`src/hdl/pm_loader_cfg.svh`:
```
// What this block does
// Each port's PHY tuning word bits 4:0 go to bits 12:8 of its dword 7Ch.
// PHY tuning word bits 11:5 go to bits 6:0 of the port's dword 90h.
// PHY tuning word bit 12 goes to bit 6 of dword F0h (de-emphasis).
// PHY tuning word bit 13 goes to bit 11 of dword 78h (compliance).
// PHY tuning word bits 15:14 go to bits 9:8 of dword 8Ch.
// Port 2 PHY tuning word comes from load address 44h, port 3 from 46h.
// Power-management word bit 0 goes to bit 3 of dword 44h.
// Power-management word bits 3:1 go to bits 24:22 of dword 40h.
// Dword 40h bit 25 (D1 support) reads as a fixed 1.
// Dword 40h bit 26 (D2 support) reads as a fixed 1.
// Power-management word bits 7:6 go to bits 29:28 of dword 40h.
// Power data word bits 15:8 go to read-only bits 31:24 of dword 44h.
// Capability words for ports 0, 1, 2 come from 50h, 52h, 54h.
// Power data words for ports 0, 1, 2 come from 51h, 53h, 55h.
// All words load after reset before the bits are readable; portCfg shows each bit as soon as its word loads.
// Unloaded bits keep defaults and read-only bits ignore writes.
`ifndef PM_LOADER_CFG_SVH
`define PM_LOADER_CFG_SVH

`define NUM_PORTS      4
`define LD_WORDS       4'hc
`define LD_LAST        4'hb
`define LD_PHY_BASE    8'h40
`define LD_CAP_BASE    8'h50
`define LD_DATA_BASE   8'h51

`define OFF_PMCAP      8'h40
`define OFF_PMCSR      8'h44
`define OFF_LINKCTL    8'h78
`define OFF_PHY2       8'h7c
`define OFF_CHGCNT     8'h8c
`define OFF_PHY3       8'h90
`define OFF_DEEMPH     8'hf0

`define POS_PHY2       8
`define POS_NSR        3
`define POS_AUX        22
`define POS_D1         25
`define POS_D2         26
`define POS_PME        28
`define POS_PDATA      24
`define POS_COMP       11
`define POS_CHGCNT     8
`define POS_DEEMPH     6

`define CFG_RESET      27'h0000000

`endif

```
`src/hdl/pm_loader_pkg.sv`:
```
package pm_loader_pkg;

  typedef enum logic [1:0] {
    LD_REQ  = 2'b00,
    LD_WAIT = 2'b01,
    LD_DONE = 2'b10
  } ld_state_t;

  typedef enum logic [1:0] {
    W_PHY  = 2'b00,
    W_CAP  = 2'b01,
    W_DATA = 2'b10
  } word_kind_t;

  // loaded bits of one port's configuration space
  typedef struct packed {
    logic [4:0] phyParam2;
    logic [6:0] phyParam3;
    logic       deemphSel;
    logic       complianceToDetect;
    logic [1:0] dataChangeCountSelect;
    logic       noSoftReset;
    logic [2:0] auxCurrent;
    logic [1:0] pmeSupport;
    logic [7:0] powerData;
  } port_cfg_t;

endpackage : pm_loader_pkg

```
`src/hdl/pm_config_loader.sv`:
```
// Implementation choices: the address map and register access over Avalon-MM.
`timescale 1ns/1ps
`default_nettype none
`include "pm_loader_cfg.svh"

module pm_config_loader
  import pm_loader_pkg::*;
(
  input  wire logic               ref_clk,
  input  wire logic               resetn,
  // word fetch from the nonvolatile store
  output logic                    nvmReq,
  output logic [7:0]              nvmAddr,
  input  wire logic               nvmAck,
  input  wire logic [15:0]        nvmData,
  // avalon-mm slave, address = {port, config offset}
  input  wire logic [9:0]         avsAddress,
  input  wire logic               avsRead,
  input  wire logic               avsWrite,
  input  wire logic [31:0]        avsWritedata,
  input  wire logic [3:0]         avsByteenable,
  output logic [31:0]             avsReaddata,
  output logic                    avsWaitrequest,
  // loaded configuration towards the ports
  output port_cfg_t [3:0]         portCfg,
  output logic                    loadDone
);

  logic [1:0]  rstSync_ff;
  logic        rstn;
  ld_state_t   state_ff;
  ld_state_t   nxt_state;
  logic [3:0]  idx_ff;
  logic [3:0]  nxt_idx;
  logic        nvmReq_ff;
  logic [7:0]  nvmAddr_ff;
  logic        loadDone_ff;
  logic        waitreq_ff;
  logic [31:0] readdata_ff;
  port_cfg_t   cfg_ff [`NUM_PORTS];

  always_ff @(posedge ref_clk or negedge resetn) begin
    if (!resetn) rstSync_ff <= 2'b00;
    else         rstSync_ff <= {rstSync_ff[0], 1'b1};
  end
  assign rstn = rstSync_ff[1];

  // ---------------- load sequencer ----------------
  // words are fetched in index order: 4 phy, 4 capability, 4 power data;
  // port number is the low two index bits since each group is 4 long
  word_kind_t  curKind;
  logic [1:0]  curPort;
  logic [7:0]  curBase;
  logic [7:0]  curAddr;
  logic        loadHit;
  logic        isPhy;
  logic        isCap;
  logic        isData;

  assign curPort = idx_ff[1:0];
  assign curKind = (idx_ff[3:2] == 2'b00) ? W_PHY :
                   (idx_ff[3:2] == 2'b01) ? W_CAP : W_DATA;
  assign isPhy   = (curKind == W_PHY);
  assign isCap   = (curKind == W_CAP);
  assign isData  = (curKind == W_DATA);
  assign curBase = isPhy ? `LD_PHY_BASE :
                   isCap ? `LD_CAP_BASE : `LD_DATA_BASE;
  assign curAddr = curBase + {5'b00000, curPort, 1'b0};
  assign loadHit = (state_ff == LD_WAIT) && nvmAck;

  always_comb begin
    nxt_state = state_ff;
    nxt_idx   = idx_ff;
    case (state_ff)
      LD_REQ:  nxt_state = LD_WAIT;
      LD_WAIT: begin
        if (nvmAck) begin
          nxt_idx   = idx_ff + 4'h1;
          nxt_state = (idx_ff == `LD_LAST) ? LD_DONE : LD_REQ;
        end
      end
      LD_DONE: nxt_state = LD_DONE;
      default: nxt_state = LD_REQ;
    endcase
  end

  always_ff @(posedge ref_clk or negedge rstn) begin
    if (!rstn) begin
      state_ff    <= LD_REQ;
      idx_ff      <= 4'h0;
      nvmReq_ff   <= 1'b0;
      nvmAddr_ff  <= 8'h00;
      loadDone_ff <= 1'b0;
    end else begin
      state_ff    <= nxt_state;
      idx_ff      <= nxt_idx;
      nvmReq_ff   <= (nxt_state == LD_WAIT);
      nvmAddr_ff  <= (state_ff == LD_REQ) ? curAddr : nvmAddr_ff;
      loadDone_ff <= (nxt_state == LD_DONE);
    end
  end

  // ---------------- avalon slave ----------------
  // one cycle with waitrequest low per access; held off until load is done
  logic [1:0]  busPort;
  logic [7:0]  busOff;
  logic        busReq;
  logic        busWr;
  logic        busAccept;
  port_cfg_t   busCfg;
  logic [31:0] rdPmCap;
  logic [31:0] rdPmCsr;
  logic [31:0] rdValue;

  assign busPort   = avsAddress[9:8];
  assign busOff    = avsAddress[7:0];
  assign busReq    = avsRead || avsWrite;
  assign busAccept = busReq && waitreq_ff && loadDone_ff;
  assign busWr     = avsWrite && !waitreq_ff;
  assign busCfg    = cfg_ff[busPort];

  assign rdPmCap = {2'b00, busCfg.pmeSupport, 1'b0, 1'b1, 1'b1,
                    busCfg.auxCurrent, 22'h000000};
  assign rdPmCsr = {busCfg.powerData, 20'h00000, busCfg.noSoftReset, 3'b000};

  // bits of these dwords not fed by any loader word read as zero here, except dword 40h bits 25 and 26 (D1, D2) which read as one
  always_comb begin
    case (busOff)
      `OFF_PMCAP:   rdValue = rdPmCap;
      `OFF_PMCSR:   rdValue = rdPmCsr;
      `OFF_LINKCTL: rdValue = {20'h00000, busCfg.complianceToDetect, 11'h000};
      `OFF_PHY2:    rdValue = {19'h00000, busCfg.phyParam2, 8'h00};
      `OFF_CHGCNT:  rdValue = {22'h000000, busCfg.dataChangeCountSelect,
                               8'h00};
      `OFF_PHY3:    rdValue = {25'h0000000, busCfg.phyParam3};
      `OFF_DEEMPH:  rdValue = {25'h0000000, busCfg.deemphSel, 6'h00};
      default:      rdValue = 32'h00000000;
    endcase
  end

  always_ff @(posedge ref_clk or negedge rstn) begin
    if (!rstn) begin
      waitreq_ff  <= 1'b1;
      readdata_ff <= 32'h00000000;
    end else begin
      waitreq_ff  <= !busAccept;
      readdata_ff <= busAccept ? rdValue : readdata_ff;
    end
  end

  // ---------------- per-port configuration bits ----------------
  // capability and power data bits are read-only; phy tuning stays writable
  genvar p;
  generate
    for (p = 0; p < `NUM_PORTS; p++) begin : g_port
      logic ldHere;
      logic wrHere;
      assign ldHere = loadHit && (curPort == p[1:0]);
      assign wrHere = busWr && (busPort == p[1:0]);

      always_ff @(posedge ref_clk or negedge rstn) begin
        if (!rstn) begin
          cfg_ff[p] <= `CFG_RESET;
        end else if (ldHere && isPhy) begin
          cfg_ff[p].phyParam2             <= nvmData[4:0];
          cfg_ff[p].phyParam3             <= nvmData[11:5];
          cfg_ff[p].deemphSel             <= nvmData[12];
          cfg_ff[p].complianceToDetect    <= nvmData[13];
          cfg_ff[p].dataChangeCountSelect <= nvmData[15:14];
        end else if (ldHere && isCap) begin
          cfg_ff[p].noSoftReset <= nvmData[0];
          cfg_ff[p].auxCurrent  <= nvmData[3:1];
          cfg_ff[p].pmeSupport  <= nvmData[7:6];
        end else if (ldHere && isData) begin
          cfg_ff[p].powerData <= nvmData[15:8];
        end else if (wrHere) begin
          if (busOff == `OFF_PHY2 && avsByteenable[1])
            cfg_ff[p].phyParam2 <= avsWritedata[12:8];
          if (busOff == `OFF_PHY3 && avsByteenable[0])
            cfg_ff[p].phyParam3 <= avsWritedata[6:0];
          if (busOff == `OFF_DEEMPH && avsByteenable[0])
            cfg_ff[p].deemphSel <= avsWritedata[6];
          if (busOff == `OFF_LINKCTL && avsByteenable[1])
            cfg_ff[p].complianceToDetect <= avsWritedata[11];
          if (busOff == `OFF_CHGCNT && avsByteenable[1])
            cfg_ff[p].dataChangeCountSelect <= avsWritedata[9:8];
        end
      end
      assign portCfg[p] = cfg_ff[p];
    end
  endgenerate

  assign nvmReq         = nvmReq_ff;
  assign nvmAddr        = nvmAddr_ff;
  assign avsReaddata    = readdata_ff;
  assign avsWaitrequest = waitreq_ff;
  assign loadDone       = loadDone_ff;
endmodule : pm_config_loader
`default_nettype wire

```
`config.mk`:
```
export PLATFORM = sky130hd
export DESIGN_NAME = pm_config_loader
export DESIGN_NICKNAME = d
export VERILOG_FILES = /design/src/hdl/pm_loader_pkg.sv /design/src/hdl/pm_config_loader.sv
export VERILOG_INCLUDE_DIRS = /design/src /design/src/hdl
export SDC_FILE = /design/constraint.sdc
export NUM_CORES = 1
export LEC_CHECK = 0
export ABC_AREA = 0
export BUFFER_PORTS_ARGS = -buffer_cell sky130_fd_sc_hd__buf_2
export CORE_ASPECT_RATIO = 2
export CORE_UTILIZATION = 48
export CTS_CLUSTER_SIZE = 20
export DETAILED_ROUTE_END_ITERATION = 8
export PLACE_DENSITY = 0.77
export SYNTH_ARGS = -nofsm -noshare
export SYNTH_HDL_FRONTEND = slang
export SYNTH_SLANG_ARGS = --single-unit
```
`constraint.sdc`:
```
create_clock -name ref_clk -period 5.05 [get_ports ref_clk]
set_input_delay 0.7575 -clock ref_clk [delete_from_list [all_inputs] [get_ports ref_clk]]
set_output_delay 0.7575 -clock ref_clk [all_outputs]
set_load 0.1 [all_outputs]
```
==> flow_summary.toml <==
[placed_design]
dp_hpwl_um = 17200
gp_congestion = 0.937
placed_area_mm2 = 0.00927
io_buffers = 194

[sta]
hold_ws_ns = 0.0953
min_period_ns = 2.96
skew_ns = 0.0126
rsz0062_at_grt = "false"
hold_viol_final = 0
drv_slew = 0
fin_setup_tns_ns = 0
fin_crit_sh = 0.587
max_freq_mhz = 337
setup_viol = 0
slew_headroom = 0.203
worstMarginPinSlew_ns = 1.19

[drt]
drt.antenna.violating_nets = 0
drc_errors = 0
vias = 6261
dr.first_iter.drc_count = 339
avgRoutedWirePerCell_um = 23.5
avgViaCountPerCell = 6.14
dr.pass1.iters = 5
wl_um = 24000

[final_layout]
drive_above_1_share = 0.550
area_growth_pct = 19.7
nFillCells = 1452
fin_area_mm2 = 0.00984
nNetsFinal = 869

[clock_network]
htreeDepth = 4
post_cts_resized = 0
cts.sinks = 158
root_buffer = "clkbuf_16"
cts_hold_buf = 0
cts_tree = "done"
cts_setup_buffers = 0
clk_pin_slew_worst_paths_ns = 0.07
clock_latency_ns = 0.43
cts_buffers = 17
clk_path_buf_depth = 2

[logic_synthesis]
yosysSeqAreaShare = 0.481
async_flop_share = 1.00
synth_area_leader_cell = "dfrtp_1"
ys_warn_count = 0
synth-seq-cells = 158
netlist.area_leader.share = 0.478
synth_area_per_cell_um2 = 13.4
yosysUniqueCellTypes = 68
synth_area_mm2 = 0.00823
synth_edf_count = 0
synth_flop_cell = "dfrtp_1"
syn_inst = 616
synthTopCellsByArea = "dfrtp_1 48%, mux2_2 19%, mux4_2 8.2%"

[die]
num_rows = 67
ios = 230
die_h_um = 187
start_util = 0.491
core_area_mm2 = 0.0168
die-area_mm2 = 0.0177
chipWidth_um = 94.6

[critical_path]
path_delay_family = "compound AO/OA/AOI/OAI gates"
worstSetupPathType = "primary input to flip-flop"
max_stage_delay_ns = 0.76
crit_fanout = 35
crit_arrival_ns = 3.27
cpMaxStageDelayCell = "buf_2"
critPathCaptureType = "flip-flop"
path_cells = "buf_2 > and4bb_2 > o21ai_0 > o21ai_2 > mux2_2"
path_buf_inv = 1
required_ns = 5.36
critPathLaunchType = "primary input"

[run]
maxCapViolCount = 0

[global_route]
gr-total-overflow = 0
antenna_found_initial = 2
grt_pass1_vias = 6272
grt_pass1_wl_um = 36500
track_usage = 0.282
grt_max_degree = 80

[status]
status = "complete, no violations"

[worst_hold_path]
min_path_type = "primary input to async pin"
## final cells by class
type	count	area [µm²]	share of cell area
timing repair buffer	201	1020	0.104
inverter	10	37.5	0.00381
antenna	2	5.00	0.000508
tap	207	259	0.0263
clock inverter	14	133	0.0135
sequential	158	3960	0.402
multi-input combinational	410	3990	0.405
clock buffer	18	439	0.0446
## final timing paths
| path | startpoint | end | slack (ns) | depth (start not counted) |
|---|---|---|---|---|
| hold / removal | resetn | rstSync_ff[1]$_DFF_PN0_ | 0.1 | 1 |
| setup / recovery | avsAddress[9] | portCfg[80]$_DFFE_PN0P_ | 2.09 | 5 |
| max in group asynchronous | rstSync_ff[1]$_DFF_PN0_ | portCfg[67]$_DFFE_PN0P_ | 3.23 | 1 |
| setup reg to reg | idx_ff[3]$_DFFE_PN0N_ | portCfg[110]$_DFFE_PN0P_ | 2.22 | 4 |
| hold reg to reg | rstSync_ff[0]$_DFF_PN0_ | rstSync_ff[1]$_DFF_PN0_ | 0.36 | 0 |
| min in group ref_clk | rstSync_ff[0]$_DFF_PN0_ | rstSync_ff[1]$_DFF_PN0_ | 0.36 | 0 |
## layer usage
metal,part of all wire,GRT usage
met3,0.053,0.0419
met4,0.064,0.183
met5,0.00054,0
met1,0.35,0.316
met2,0.53,0.485
## flip-flops by register name (all words and copies together), names as in the netlist
signal and count:
state_ff 2, avsWaitrequest 1, avsReaddata 22, rstSync_ff 2
nvmReq 1, portCfg 120, idx_ff 4, loadDone 1
nvmAddr 5
## cells in the mapped netlist (all sizes together), types with 2 or more instances
| cell type | instances |
|---|---|
| nor4b | 3 |
| conb | 2 |
| and4bb | 4 |
| nand2b | 2 |
| inv | 10 |
| a22oi | 2 |
| nor3 | 2 |
| o21a | 2 |
| and4b | 2 |
| nand4b | 3 |
| clkbuf | 17 |
| and3b | 2 |
| ha | 4 |
| a32o | 5 |
| mux4 | 30 |
| a21oi | 7 |
| or2 | 5 |
| o41ai | 2 |
| and2 | 2 |
| buf | 33 |
| o31ai | 3 |
| a31oi | 9 |
| o22ai | 3 |
| nor2 | 14 |
| xnor2 | 3 |
| a22o | 2 |
| and3 | 6 |
| nand2 | 27 |
| mux2 | 163 |
| nor3b | 2 |
| nand3 | 20 |
| mux2i | 3 |
| o21ai | 35 |
| nand4 | 12 |
| dfrtp | 157 |
| o211ai | 3 |
## worst reg2reg max path: stages, from the launching register on
cell      delay (ns)
dfrtp_1         0.53
and4bb_2        0.37
nand2_1         0.69
a21oi_2         0.71
mux2_2          0.40
## per-stage QoR
step / utilization / std cells / setup slack (ns)
global route: 0.587 / 1019 / 2.02
CTS: 0.587 / 1018 / 2.12
global placement: 0.553 / 986 / 1.74
detailed placement: 0.553 / 986 / 1.68
floorplan: - / 628 / 0.323
finish: 0.587 / 1020 / 2.09
## placed cells by master, fill, tap and decap left out, drive strengths merged, types with 4 or more instances in the layout
master / n
nor2: 14
buf: 201
and4bb: 4
or2: 5
mux2: 163
a32o: 5
o21ai: 35
ha: 4
dfrtp: 157
nand3: 20
mux4: 30
nand2: 27
clkinv: 4
inv: 16
clkbuf: 18
a31oi: 9
nand4: 12
a21oi: 7
and3: 6
conb: 14
## cells by family after synthesis
group	synth area share
DFF	0.481
xor gates and xnor gates	0.00319
other	0.000913
muxes	0.318
AOI/OAI and AO/OA	0.0677
and+or+nand+nor	0.0835
adders and majority gates	0.00608
buffers and inverters	0.0398
Power is not shown: default switching activity piles up to over one toggle a cycle in this logic, so the estimate is an artifact.
